**config.mk**
```make
export PLATFORM = sky130hd
export DESIGN_NAME = ldcr_bank
export DESIGN_NICKNAME = d
export VERILOG_FILES = /design/src/ldcr_pkg.sv /design/src/ldcr_reg_if.sv /design/src/ldcr_cfg_reg.sv /design/src/ldcr_bank.sv
export SDC_FILE = /design/constraint.sdc
export NUM_CORES = 1
export LEC_CHECK = 0
export BUFFER_PORTS_ARGS = -buffer_cell sky130_fd_sc_hd__buf_2
export CAP_MARGIN = 20
export CORE_UTILIZATION = 50
export DETAILED_ROUTE_END_ITERATION = 16
export PLACE_DENSITY = 0.71
export SLEW_MARGIN = 20
export SYNTH_ARGS = -nofsm -noshare
export SYNTH_HDL_FRONTEND = slang
export SYNTH_SLANG_ARGS = --single-unit
```
**constraint.sdc**
```tcl
create_clock -name core_clk -period 4.4 [get_ports core_clk]
set_input_delay 0.44 -clock core_clk [delete_from_list [all_inputs] [get_ports core_clk]]
set_output_delay 0.44 -clock core_clk [all_outputs]
set_load 0.05 [all_outputs]
```
**src/ldcr_pkg.sv**
```systemverilog
// ============================================================
// Configuration register bank constants
package ldcr_pkg;

  // ==========================================================
  // Host port and mode keys
  localparam logic       LDCR_SEL_INDEX   = 1'b0;
  localparam logic       LDCR_SEL_DATA    = 1'b1;
  localparam logic [7:0] LDCR_KEY_ENTER   = 8'h55;
  localparam logic [7:0] LDCR_KEY_EXIT    = 8'hAA;

  // ==========================================================
  // Global register range
  localparam logic [7:0] LDCR_GLB_LAST    = 8'h2F;
  localparam logic [7:0] LDCR_GLB_CTRL    = 8'h02;
  localparam logic [7:0] LDCR_GLB_LDNUM   = 8'h07;
  localparam int         LDCR_SOFT_BIT    = 0;
  localparam int         LDCR_ENABLE_BIT  = 0;
  localparam logic [7:0] LDCR_ZERO        = 8'h00;

  // ==========================================================
  // Power-up lockout timing
  localparam int LDCR_CLK_MHZ       = 100;
  localparam int LDCR_POR_BLOCK_US  = 500;
  localparam int LDCR_POR_BLOCK_CYC = LDCR_POR_BLOCK_US * LDCR_CLK_MHZ;

  // ==========================================================
  // Logical device numbers
  localparam logic [7:0] LDCR_LD_SER1 = 8'h04;
  localparam logic [7:0] LDCR_LD_SER2 = 8'h05;
  localparam logic [7:0] LDCR_LD_KBD  = 8'h07;
  localparam logic [7:0] LDCR_LD_AUX  = 8'h08;
  localparam logic [7:0] LDCR_LD_RTR  = 8'h0A;
  localparam logic [7:0] LDCR_LD_MIDI = 8'h0B;

  // ==========================================================
  // Reset source flags: {soft, standby por, main por, bus}
  localparam logic [3:0] LDCR_SRC_ALL  = 4'hF;
  localparam logic [3:0] LDCR_SRC_HARD = 4'h7;
  localparam logic [3:0] LDCR_SRC_VTR  = 4'h4;
  localparam int LDCR_SRC_BUS  = 0;
  localparam int LDCR_SRC_VCC  = 1;
  localparam int LDCR_SRC_STBY = 2;
  localparam int LDCR_SRC_SOFT = 3;

  // ==========================================================
  // Register table
  localparam int LDCR_NREG = 27;
  localparam int LDCR_NACT = 6;

  localparam logic [7:0] LDCR_REG_LD [LDCR_NREG] = '{
    LDCR_LD_SER1, LDCR_LD_SER1, LDCR_LD_SER1, LDCR_LD_SER1, LDCR_LD_SER1,
    LDCR_LD_SER2, LDCR_LD_SER2, LDCR_LD_SER2, LDCR_LD_SER2, LDCR_LD_SER2,
    LDCR_LD_SER2, LDCR_LD_SER2,
    LDCR_LD_KBD,  LDCR_LD_KBD,  LDCR_LD_KBD,  LDCR_LD_KBD,
    LDCR_LD_AUX,  LDCR_LD_AUX,  LDCR_LD_AUX,
    LDCR_LD_RTR,  LDCR_LD_RTR,  LDCR_LD_RTR,  LDCR_LD_RTR,
    LDCR_LD_MIDI, LDCR_LD_MIDI, LDCR_LD_MIDI, LDCR_LD_MIDI};

  localparam logic [7:0] LDCR_REG_IDX [LDCR_NREG] = '{
    8'h30, 8'h60, 8'h61, 8'h70, 8'hF0,
    8'h30, 8'h60, 8'h61, 8'h70, 8'hF0, 8'hF1, 8'hF2,
    8'h30, 8'h70, 8'h72, 8'hF0,
    8'h30, 8'h60, 8'h61,
    8'h30, 8'h60, 8'h61, 8'hF0,
    8'h30, 8'h60, 8'h61, 8'h70};

  localparam logic [7:0] LDCR_REG_RST [LDCR_NREG] = '{
    8'h00, 8'h00, 8'h00, 8'h00, 8'h00,
    8'h00, 8'h00, 8'h00, 8'h00, 8'h00, 8'h02, 8'h03,
    8'h00, 8'h00, 8'h00, 8'h00,
    8'h00, 8'h00, 8'h00,
    8'h00, 8'h00, 8'h00, 8'h00,
    8'h00, 8'h03, 8'h30, 8'h05};

  localparam logic [3:0] LDCR_REG_SRC [LDCR_NREG] = '{
    LDCR_SRC_ALL, LDCR_SRC_ALL, LDCR_SRC_ALL, LDCR_SRC_ALL, LDCR_SRC_HARD,
    LDCR_SRC_VTR, LDCR_SRC_ALL, LDCR_SRC_ALL, LDCR_SRC_ALL, LDCR_SRC_HARD,
    LDCR_SRC_HARD, LDCR_SRC_HARD,
    LDCR_SRC_ALL, LDCR_SRC_ALL, LDCR_SRC_ALL, LDCR_SRC_HARD,
    LDCR_SRC_ALL, LDCR_SRC_ALL, LDCR_SRC_ALL,
    LDCR_SRC_ALL, LDCR_SRC_ALL, LDCR_SRC_ALL, LDCR_SRC_VTR,
    LDCR_SRC_ALL, LDCR_SRC_ALL, LDCR_SRC_ALL, LDCR_SRC_ALL};

  // Bits kept through bus and main-supply resets (standby only)
  localparam logic [7:0] LDCR_KBD_STBY_BITS = 8'h60;
  localparam int         LDCR_E_KBD_GATE    = 15;

  // Entry numbers used by status outputs and checks
  localparam int LDCR_E_SER1_ACT  = 0;
  localparam int LDCR_E_SER1_BASE = 1;
  localparam int LDCR_E_SER1_MODE = 4;
  localparam int LDCR_E_SER2_MODE = 9;
  localparam int LDCR_E_IR_TMO    = 11;
  localparam int LDCR_E_KBD_IRQ   = 13;
  localparam int LDCR_E_MOUSE_IRQ = 14;
  localparam int LDCR_E_MIDI_BH   = 24;
  localparam int LDCR_E_MIDI_BL   = 25;

  localparam int LDCR_ACT_ENTRY [LDCR_NACT] = '{0, 5, 12, 16, 19, 23};

endpackage : ldcr_pkg

```
**src/ldcr_reg_if.sv**
```systemverilog
`timescale 1ns/10ps
// ============================================================
// Carrier between the bank control and one stored register
interface ldcr_reg_if;
  logic       we;
  logic [7:0] wdata;
  logic       rst_bus;
  logic       rst_vcc;
  logic       rst_stby;
  logic       rst_soft;
  logic [7:0] q;

  modport ctrl  (output we, wdata, rst_bus, rst_vcc, rst_stby, rst_soft,
                 input  q);
  modport store (input  we, wdata, rst_bus, rst_vcc, rst_stby, rst_soft,
                 output q);
endinterface : ldcr_reg_if

```
**src/ldcr_cfg_reg.sv**
```systemverilog
`timescale 1ns/10ps
// ============================================================
// One 8-bit configuration register with per-source defaults
module ldcr_cfg_reg
  import ldcr_pkg::*;
#(
  parameter logic [7:0] RST_VAL   = 8'h00,
  parameter logic [3:0] RST_SRC   = 4'hF,
  parameter logic [7:0] STBY_ONLY = 8'h00
) (
  input wire logic    core_clk,
  ldcr_reg_if.store   rif
);

  logic [7:0] q_q;
  logic [7:0] keep_d;

  // Bits owned by the standby reset survive the other sources
  assign keep_d = (RST_VAL & ~STBY_ONLY) | (q_q & STBY_ONLY);

  // Standby reset outranks hard resets, which outrank soft reset
  always_ff @(posedge core_clk) begin
    if (rif.rst_stby && RST_SRC[LDCR_SRC_STBY]) begin
      q_q <= RST_VAL;
    end else if ((rif.rst_bus && RST_SRC[LDCR_SRC_BUS]) ||
                 (rif.rst_vcc && RST_SRC[LDCR_SRC_VCC])) begin
      q_q <= keep_d;
    end else if (rif.rst_soft && RST_SRC[LDCR_SRC_SOFT]) begin
      q_q <= keep_d;
    end else if (rif.we) begin
      q_q <= rif.wdata;
    end
  end

  assign rif.q = q_q;

endmodule : ldcr_cfg_reg

```
**src/ldcr_bank.sv**
```systemverilog
`timescale 1ns/10ps
// Operation
// - Host writes a register number to index port; data port then uses it.
// - Data port reads and writes act on the last selected register.
// - Registers reachable only in configuration mode.
// - Selection compares all eight index bits, no aliasing.
// - Unimplemented registers ignore writes, read zero; implemented ones store all eight bits.
// - Reserved registers are read-only and read zero.
// - Keyboard gate register bits 6:5 clear only on standby power-on reset.
// - Indexes 0x00 to 0x2F select global registers shared by all devices.
// - Serial one mode clears on bus and power-on resets, keeps on soft.
// - Serial two mode clears on bus and power-on resets, keeps on soft.
// - Infrared timeout defaults to three on hard resets, keeps on soft.
// - Keyboard interrupt select at 0x70, zero on every reset.
// - Mouse interrupt select at 0x72, zero on every reset.
// - Keyboard gate register clears on bus and power-on except bits 6:5 (standby only), keeps on soft.
// - MIDI base defaults to 0x03 and 0x30 on every reset.
// - Base address bytes 0x60 and 0x61 clear on every reset source, except MIDI's.
// - Writing 0xAA to the configuration port returns to run state.
// - Setting control register bit 0 triggers soft reset defaults.
// - Bus reset pin loads the bus reset defaults.
// - All host accesses blocked 500 us after main power-on reset; a bus or standby reset ends the block early.
module ldcr_bank
  import ldcr_pkg::*;
#(
  parameter int BLOCK_CYCLES = LDCR_POR_BLOCK_CYC
) (
  input  wire logic                    core_clk,
  input  wire logic                    reset,
  input  wire logic                    main_power_on_reset,
  input  wire logic                    standby_power_on_reset,
  input  wire logic                    io_wr,
  input  wire logic                    io_rd,
  input  wire logic                    io_sel,
  input  wire logic [7:0]              io_wdata,
  output logic      [7:0]              io_rdata,
  output logic                         io_rd_valid,
  output logic                         config_mode,
  output logic                         host_blocked,
  output logic      [LDCR_NACT-1:0]    device_enable,
  output logic      [LDCR_NREG*8-1:0]  cfg_regs
);

  typedef enum logic {LDCR_RUN, LDCR_CONFIG} ldcr_mode_t;

  // ==========================================================
  // Power-on reset pin synchronisers
  logic       vcc_meta_q;
  logic       vcc_sync_q;
  logic       stby_meta_q;
  logic       stby_sync_q;

  // Two stages each; only the second stage is used below
  always_ff @(posedge core_clk) begin
    vcc_meta_q  <= main_power_on_reset;
    vcc_sync_q  <= vcc_meta_q;
    stby_meta_q <= standby_power_on_reset;
    stby_sync_q <= stby_meta_q;
  end

  logic hard_rst;
  assign hard_rst = reset || vcc_sync_q || stby_sync_q;

  // ==========================================================
  // Host lockout after main-supply power-on
  logic [31:0] block_cnt_q;
  logic        blocked;

  // Counter is held loaded during the reset, cleared by bus or standby reset, else runs down
  always_ff @(posedge core_clk) begin
    if (vcc_sync_q) begin
      block_cnt_q <= 32'(BLOCK_CYCLES);
    end else if (reset || stby_sync_q) begin
      block_cnt_q <= '0;
    end else if (block_cnt_q != '0) begin
      block_cnt_q <= block_cnt_q - 32'd1;
    end
  end

  assign blocked = vcc_sync_q || (block_cnt_q != '0);

  logic acc_wr;
  logic acc_rd;
  assign acc_wr = io_wr && !blocked;
  assign acc_rd = io_rd && !blocked;

  // ==========================================================
  // Mode, index and logical device number
  ldcr_mode_t mode_q;
  logic [7:0] index_q;
  logic [7:0] ldnum_q;
  logic       soft_q;
  logic       idx_wr;
  logic       dat_wr;
  logic       dat_rd;

  assign idx_wr = acc_wr && (io_sel == LDCR_SEL_INDEX);
  assign dat_wr = acc_wr && (io_sel == LDCR_SEL_DATA) &&
                  (mode_q == LDCR_CONFIG);
  assign dat_rd = acc_rd && (io_sel == LDCR_SEL_DATA) &&
                  (mode_q == LDCR_CONFIG);

  // Entry key is honoured only in run state, exit key only in config
  always_ff @(posedge core_clk) begin
    if (hard_rst) begin
      mode_q <= LDCR_RUN;
    end else if (idx_wr) begin
      case (mode_q)
        LDCR_RUN: begin
          if (io_wdata == LDCR_KEY_ENTER) begin
            mode_q <= LDCR_CONFIG;
          end
        end
        LDCR_CONFIG: begin
          if (io_wdata == LDCR_KEY_EXIT) begin
            mode_q <= LDCR_RUN;
          end
        end
        default: begin
          mode_q <= LDCR_RUN;
        end
      endcase
    end
  end

  // Index latches on any index write in config except the exit key
  always_ff @(posedge core_clk) begin
    if (hard_rst) begin
      index_q <= LDCR_ZERO;
    end else if (idx_wr && (mode_q == LDCR_CONFIG) &&
                 (io_wdata != LDCR_KEY_EXIT)) begin
      index_q <= io_wdata;
    end
  end

  // Device number register lives in the global range
  always_ff @(posedge core_clk) begin
    if (hard_rst || soft_q) begin
      ldnum_q <= LDCR_ZERO;
    end else if (dat_wr && (index_q == LDCR_GLB_LDNUM)) begin
      ldnum_q <= io_wdata;
    end
  end

  // Control register is write-only; bit 0 fires a one-cycle soft reset
  always_ff @(posedge core_clk) begin
    if (hard_rst) begin
      soft_q <= 1'b0;
    end else begin
      soft_q <= dat_wr && (index_q == LDCR_GLB_CTRL) &&
                io_wdata[LDCR_SOFT_BIT];
    end
  end

  // ==========================================================
  // Register storage and decode
  logic                     is_global;
  logic [7:0]               reg_val [LDCR_NREG];
  logic [LDCR_NREG-1:0]     hit;
  logic [LDCR_NREG*8-1:0]   rd_terms;

  assign is_global = (index_q <= LDCR_GLB_LAST);

  ldcr_reg_if rif [LDCR_NREG] ();

  genvar g;
  generate
    for (g = 0; g < LDCR_NREG; g++) begin : g_reg
      // Full-width match on both device number and index
      assign hit[g] = !is_global && (ldnum_q == LDCR_REG_LD[g]) &&
                      (index_q == LDCR_REG_IDX[g]);
      assign rif[g].we       = dat_wr && hit[g];
      assign rif[g].wdata    = io_wdata;
      assign rif[g].rst_bus  = reset;
      assign rif[g].rst_vcc  = vcc_sync_q;
      assign rif[g].rst_stby = stby_sync_q;
      assign rif[g].rst_soft = soft_q;
      assign reg_val[g]      = rif[g].q;
      assign rd_terms[g*8 +: 8] = hit[g] ? rif[g].q : LDCR_ZERO;
      assign cfg_regs[g*8 +: 8] = rif[g].q;

      // Defaults per source; keyboard gate bits 6:5 standby-only
      ldcr_cfg_reg #(
        .RST_VAL   (LDCR_REG_RST[g]),
        .RST_SRC   (LDCR_REG_SRC[g]),
        .STBY_ONLY ((g == LDCR_E_KBD_GATE) ? LDCR_KBD_STBY_BITS
                                           : LDCR_ZERO)
      ) u_reg (
        .core_clk (core_clk),
        .rif      (rif[g].store)
      );
    end

    for (g = 0; g < LDCR_NACT; g++) begin : g_act
      assign device_enable[g] =
        reg_val[LDCR_ACT_ENTRY[g]][LDCR_ENABLE_BIT];
    end
  endgenerate

  // ==========================================================
  // Read path
  logic [7:0] rd_mux;

  // Unmatched or reserved indexes fall through as zero
  always_comb begin
    rd_mux = LDCR_ZERO;
    if (is_global) begin
      if (index_q == LDCR_GLB_LDNUM) begin
        rd_mux = ldnum_q;
      end
    end else begin
      for (int k = 0; k < LDCR_NREG; k++) begin
        rd_mux = rd_mux | rd_terms[k*8 +: 8];
      end
    end
  end

  // Reads answer one cycle later; blocked or run-state reads give zero
  always_ff @(posedge core_clk) begin
    if (hard_rst) begin
      io_rdata    <= LDCR_ZERO;
      io_rd_valid <= 1'b0;
    end else begin
      io_rd_valid <= io_rd;
      if (dat_rd) begin
        io_rdata <= rd_mux;
      end else if (io_rd) begin
        io_rdata <= LDCR_ZERO;
      end
    end
  end

  assign config_mode  = (mode_q == LDCR_CONFIG);
  assign host_blocked = blocked;
endmodule : ldcr_bank

```
==> results of run 1 <==
## sequential cells by signal, indices dropped and copies added, names as in the netlist, 8 cells and up
register,count
block_cnt_q,32
io_rdata,8
ldnum_q,8
g.u_reg.rif.q,216
index_q,8
## synth_stat cells (4+ instances only)
library cell and number:
a21o_1 5, a21oi_1 144, a222oi_1 9, a22o_1 15, a22oi_1 31, a32oi_1 7, and3_1 7, and4_1 6
buf_1 14, buf_2 19, buf_4 7, clkbuf_1 99, dfxtp_1 279, inv_1 4, mux2i_1 120, nand2_1 195
nand2b_1 8, nand3_1 134, nand3_2 6, nand3b_1 4, nand4_1 37, nand4b_1 5, nor2_1 169, nor2b_1 4
nor3_1 27, nor4_1 25, nor4_2 7, nor4b_1 5, nor4bb_1 4, o211ai_1 5, o21ai_0 16, or3_1 8
or4_1 13, or4b_2 4, xnor2_1 19, xor2_1 8
## layer usage
layer,vias to the layer above,routed length [um],global-route usage
met3,176,6590,0.1067
li1,5870,-,-
met2,982,22570,0.5831
met5,-,0,0
met4,0,2809,0.1913
met1,6281,20520,0.5137
## repair_timing
item	CTS	global route
hold buffers	2	0
endpoints found under the hold margin	2	0
gates resized for setup	0	0
## stage by stage
step | hold WS (ns) | total power (W)
3_5_place_dp | 0.3147 | 0.002752
4_1_cts | 0.2911 | 0.005269
3_3_place_gp | 0.3116 | 0.002751
2_1_floorplan | 0.3096 | 0.002694
5_1_grt | 0.3254 | 0.005387
6_report | 0.2996 | 0.005274
## how the worst max path moves through the flow
stage | start | endpoint | slack (ns) | cells past startpoint
floorplan | block_cnt_q[4]$_SDFFE_PP1P_ | config_mode$_SDFFE_PP0P_ | 1.95 | 7
global placement | block_cnt_q[4]$_SDFFE_PP1P_ | g_reg[20].u_reg.rif.q[2]$_SDFFE_PP0P_ | 1.37 | 7
detailed placement | block_cnt_q[4]$_SDFFE_PP1P_ | g_reg[20].u_reg.rif.q[2]$_SDFFE_PP0P_ | 1.31 | 7
CTS | block_cnt_q[4]$_SDFFE_PP1P_ | g_reg[20].u_reg.rif.q[5]$_SDFFE_PP0P_ | 1.28 | 7
global route | block_cnt_q[4]$_SDFFE_PP1P_ | g_reg[20].u_reg.rif.q[0]$_SDFFE_PP0P_ | 1.06 | 7
finish | block_cnt_q[4]$_SDFFE_PP1P_ | g_reg[16].u_reg.rif.q[4]$_SDFFE_PP0P_ | 1.23 | 7
## cell type report
type                       count  share of cell area
timing repair buffer         290              0.1026
clock buffer                  39             0.05356
tap                          330             0.02686
clock inverter                11             0.01050
multi-input combinational   1110              0.4420
sequential                   279              0.3633
inverter                       5            0.001221
## worst min-delay path, stage by stage
cell and delay [ns]:
buf_2 0.12, nor3_2 0.12, nand2_1 0.09, a21oi_1 0.04
## cells by family (layout without fill, tap and decap cells)
| logic type | after synthesis | after routing | share of synthesized area |
|---|---|---|---|
| simple gates | 690 | 690 | 0.2704 |
| xor+xnor | 27 | 27 | 0.01840 |
| flops | 279 | 279 | 0.4345 |
| fa+ha+maj | 2 | 2 | 0.001947 |
| buf+inv | 144 | 345 | 0.04595 |
| compound gates | 269 | 269 | 0.1336 |
| mux | 122 | 122 | 0.09520 |
## power by group through the flow
stage	logic, W	registers, W	clock network, W
finish	0.000157	0.00255	0.00257
global route	0.000163	0.00255	0.00268
CTS	0.000153	0.00255	0.00257
detailed placement	0.000151	0.00260	0
global placement	0.000149	0.00260	0
floorplan	0.0000975	0.00260	0
==> impl_metrics.yaml, run 1 <==
floorplan:
  core-area_sq_um: 25180
  die_w_um: 162.3
  rows: 58
  pin_count: 248
  start_util: 0.5104
  die_h_um: 162.3
  die_area_sq_um: 26350
final_layout:
  final_cell_mix: "279 x dfxtp_1, 247 x buf_2, 195 x nand2_1"
  design_area_sq_um: 15370
  register_area_sq_um: 5585
  fin_nets: 1732
  finish.utilization: 0.6105
  drive_gt1_frac: 0.2197
  syn_to_final_growth_pct: 19.59
  multi_input_area_sq_um: 6794
  final_common_cell: "dfxtp_1"
  fin_cells: 2064
  n_fill_cell: 2254
  antenna_cells: 0
sta:
  slew_viol_final: 0
  setup_ws_ns: 1.228
  max_freq_mhz: 315.2
  slew_headroom: 0.1878
  tightest_slew_ns: 1.201
  period_minus_slack_ns: 3.172
  setup_violations: 0
  rsz0062_at_grt: "false"
  skew_ns: 0.01963
  tns_ns: 0
  finalHoldViolCount: 0
  finalCritPeriodShare: 0.7210
cts:
  ctsHtreeMaxLevel: 1
  root_buffer: "clkbuf_16"
  post_cts_buffers: 0
  clkTransAtPathRegs_ns: 0.06
  numCtsBuffers: 29
  cts_sinks: 279
  clockBufferDepth: 3
  cts_tree: "done"
  clock_latency_ns: 0.56
synth:
  ys_ff_latch: 279
  synth_cell_types: 71
  syn_inst: 1533
  synth-warning-count: 0
  synth_top_area_share: 0.4345
  synthArstFlopShare: 0
  synthesis.area_sq_um: 12850
  synth_area_leaders: "dfxtp_1 43%, mux2i_1 9.3%, nand2_1 5.7%, a21oi_1 5.6%, nand3_1 5.2%"
  ys.flop_type: "dfxtp_1"
  syn_nets: 1550
  avgSynthCellArea_sq_um: 8.385
  synth_edf_count: 0
  yosysTopAreaCell: "dfxtp_1"
  yosysSeqAreaShare: 0.4345
worst_setup_path:
  crit_path_start_kind: "register"
  crit_chain: "or4_1 -> nor3_4 -> and4_4 -> buf_4 -> nand2_1 -> nand2_1 -> a21oi_1"
  reg2reg_depth: 7
  path_max_fanout: 42
  cp_slowest_cell: "or4_1"
  crit_required_ns: 4.82
  slowest_delay_ns: 0.69
  r2r_start: "block_cnt_q[4]$_SDFFE_PP1P_"
  regToRegEndpoint: "g_reg[16].u_reg.rif.q[4]$_SDFFE_PP0P_"
  critical_path_class: "register to register"
  end_kind: "register"
  crit_buf_inv: 1
  crit_top_cell: "nand2_1"
  cp_top_family: "simple AND/OR/NAND/NOR gates"
  reg2reg_setup_slack_ns: 1.23
  worstPathArrival_ns: 3.59
min_path:
  min_from: "reset"
  hold_depth: 4
  hp-class: "input port to register"
  hold_end: "io_rdata[0]$_SDFFE_PP0P_"
power_and_ir_drop:
  power_density_nw_per_um2: 343.1
  swShare: 0.2217
  internal-power_w: 0.004105
  p_comb_frac: 0.030
  power.switching_w: 0.001169
  leakage_nw: 6.156
  peakVddDrop_mv: 0.2930
  power_frac_clock: 0.487
  seq_power_share: 0.483
global_route:
  antenna_found_initial: 1
  grt_max_degree: 88
  grt_pass1_vias: 12032
  track_usage: 0.3890
  grt-ovfl-total: 0
  grt_pass1_wl_um: 76810
status:
  status: "finished, final reports clean"
place:
  place_inst: 2012
  io_buffers: 247
  dp_hpwl_um: 36540
  dpl-instance-area_sq_um: 14370
  pre_cts_ws_ns: 1.306
  gp_congestion: 1.047
detailed_routing:
  post_drt_wl_per_cell_um: 25.43
  drc: 0
  first_pass_iters: 6
  postRouteAntennaNets: 0
  routed_wl_um: 52490
  vias: 13309
  dr.first_iter.drc_count: 1930
  via_per_inst: 6.448
job:
  maxCapViolCount: 0
Note: power is estimated with default switching activity, not from simulation.
==> run 2, diff against run 1 <==
Clock period 4.4 ns to 3.1 ns, I/O delays scaled along.
==> run 2 against run 1 <==
  * Maximum frequency is 3.8% higher
  * Register-to-register slack worse by 1.2 ns
  * Clock skew is 0.0042 ns lower
  * Combinational power is 50% higher
  * Final area is 2.8% higher
  * Clock-buffer cell count is 1 lower
  * Largest power group is now registers
==> impl_metrics.yaml, run 2 (synthesis gave the netlist of run 1 again) <==
global_route:
  grt_pass1_vias: 12330
  grt-ovfl-total: 0
  antenna_found_initial: 1
  grt_max_degree: 89
  track_usage: 0.3995
  grt_pass1_wl_um: 78930
worst_setup_path:
  critical_path_class: "register to register"
  crit_chain: "and4_1 -> buf_4 -> a222oi_1 -> a21boi_0 -> o21ai_0 -> nor4_2 -> a21oi_1"
  reg2reg_setup_slack_ns: 0.04
  end_kind: "register"
  worstPathArrival_ns: 3.47
  r2r_start: "index_q[7]$_SDFFE_PP0P_"
  path_max_fanout: 14
  cp_slowest_cell: "nor4_2"
  cp_top_family: "compound AO/OA/AOI/OAI gates"
  reg2reg_depth: 7
  slowest_delay_ns: 0.54
  path_depth: 7
  crit_path_start_kind: "register"
  regToRegEndpoint: "io_rdata[6]$_SDFFE_PP0P_"
  crit_buf_inv: 1
  crit_required_ns: 3.51
detailed_routing:
  postRouteAntennaNets: 0
  routed_wl_um: 53950
  vias: 13526
  post_drt_wl_per_cell_um: 25.52
  drc: 0
  dr.first_iter.drc_count: 2118
  via_per_inst: 6.398
  first_pass_iters: 7
sta:
  slew_viol_final: 0
  skew_ns: 0.01541
  rsz0062_at_grt: "false"
  tightest_slew_ns: 1.028
  tns_ns: 0
  slew_headroom: 0.3148
  setup_violations: 0
  max_freq_mhz: 327.2
  finalHoldViolCount: 0
  finalCritPeriodShare: 0.9858
  period_minus_slack_ns: 3.056
power_and_ir_drop:
  p_total_w: 0.007446
  power_density_nw_per_um2: 471.4
  leakage_nw: 6.398
  peakVddDrop_mv: 0.4534
cts:
  post_cts_buffers: 0
  numCtsBuffers: 29
  cts_tree: "done"
  cts_sinks: 279
  ctsHtreeMaxLevel: 1
  clkTransAtPathRegs_ns: 0.06
  clockBufferDepth: 3
  root_buffer: "clkbuf_16"
  clock_latency_ns: 0.57
floorplan:
  pin_count: 248
  die_w_um: 162.3
  start_util: 0.5104
  die_h_um: 162.3
  die_area_sq_um: 26350
  core-area_sq_um: 25180
  rows: 58
final_layout:
  fin_nets: 1778
  design_area_sq_um: 15800
  antenna_cells: 0
  syn_to_final_growth_pct: 22.89
  largest_register_ffs: 216
  final_cell_mix: "279 x dfxtp_1, 247 x buf_2, 195 x nand2_1"
  final_common_cell: "dfxtp_1"
  drive_gt1_frac: 0.2422
min_path:
  hold_end: "config_mode$_SDFFE_PP0P_"
  hold_depth: 4
  min_from: "io_wr"
  hp-class: "input port to register"
status:
  status: "finished, final reports clean"
place:
  dpl-instance-area_sq_um: 14790
  io_buffers: 247
  gp_congestion: 1.069
  dp_hpwl_um: 38170
job:
  maxCapViolCount: 0
[run 2: cell count changes in the layout (fill, tap and decap cells not counted), moves of 2 or more]
cell        change
clkinvlp_4      +3
clkinv_2        +2
buf_4          +40
buf_12          +6
[run 2: worst max path at each step]
| stage | from | end | slack, ns |
|---|---|---|---|
| detailed placement | index_q[7]$_SDFFE_PP0P_ | io_rdata[6]$_SDFFE_PP0P_ | 0.006 |
| floorplan | block_cnt_q[4]$_SDFFE_PP1P_ | config_mode$_SDFFE_PP0P_ | 0.65 |
| finish | index_q[7]$_SDFFE_PP0P_ | io_rdata[6]$_SDFFE_PP0P_ | 0.04 |
| global placement | index_q[7]$_SDFFE_PP0P_ | io_rdata[6]$_SDFFE_PP0P_ | 0.13 |
| CTS | index_q[7]$_SDFFE_PP0P_ | io_rdata[6]$_SDFFE_PP0P_ | 0.18 |
| global route | index_q[7]$_SDFFE_PP0P_ | io_rdata[6]$_SDFFE_PP0P_ | 0.03 |
[run 2: metal layers]
layer	global-route usage	routed length (um)	vias to the layer above
met2	0.6098	23540	901
li1	-	-	5968
met3	0.07207	5945	196
met5	0	0	-
met1	0.5430	21640	6461
met4	0.1938	2820	0
[run 2: area by class of cell]
class,count,area [sq um]
fillers,2223,9385
repair buffers,336,1997
well taps,330,412.9
inverters,5,18.77
clock inverters,16,172.7
multi-input cells,1110,6800
flip-flops and latches,279,5585
clock buffers,38,809.5
[run 2: power breakdown]
group	switching, W	leakage, nW	internal (W)
registers	0.0000120	2.25	0.00360
logic	0.000178	3.67	0.0000571
clock network	0.00151	0.477	0.00209
[run 2: what timing repair did]
item / 4_1_cts / 5_1_grt
hold endpoints to repair: 2 / 0
hold buffers: 2 / 0
endpoints found under the setup margin: 1 / 0
gates resized for setup: 1 / 0
[run 2: worst register-to-register path, cell delays in order, from the launching register on]
cell,delay [ns]
dfxtp_1,0.48
and4_1,0.38
buf_4,0.26
a222oi_1,0.33
a21boi_0,0.51
o21ai_0,0.23
nor4_2,0.54
a21oi_1,0.18
[run 2: per-stage QoR]
stage | std cells | setup WS (ns) | hold WS, ns | util
6_report | 2114 | 0.04412 | 0.1374 | 0.6273
5_1_grt | 2114 | 0.03495 | 0.1810 | 0.6273
4_1_cts | 2114 | 0.1844 | 0.1259 | 0.6273
3_5_place_dp | 2058 | 0.005922 | 0.3154 | 0.5873
3_3_place_gp | 2058 | 0.1298 | 0.3110 | 0.5873
2_1_floorplan | 1533 | 0.6527 | 0.3096 | -
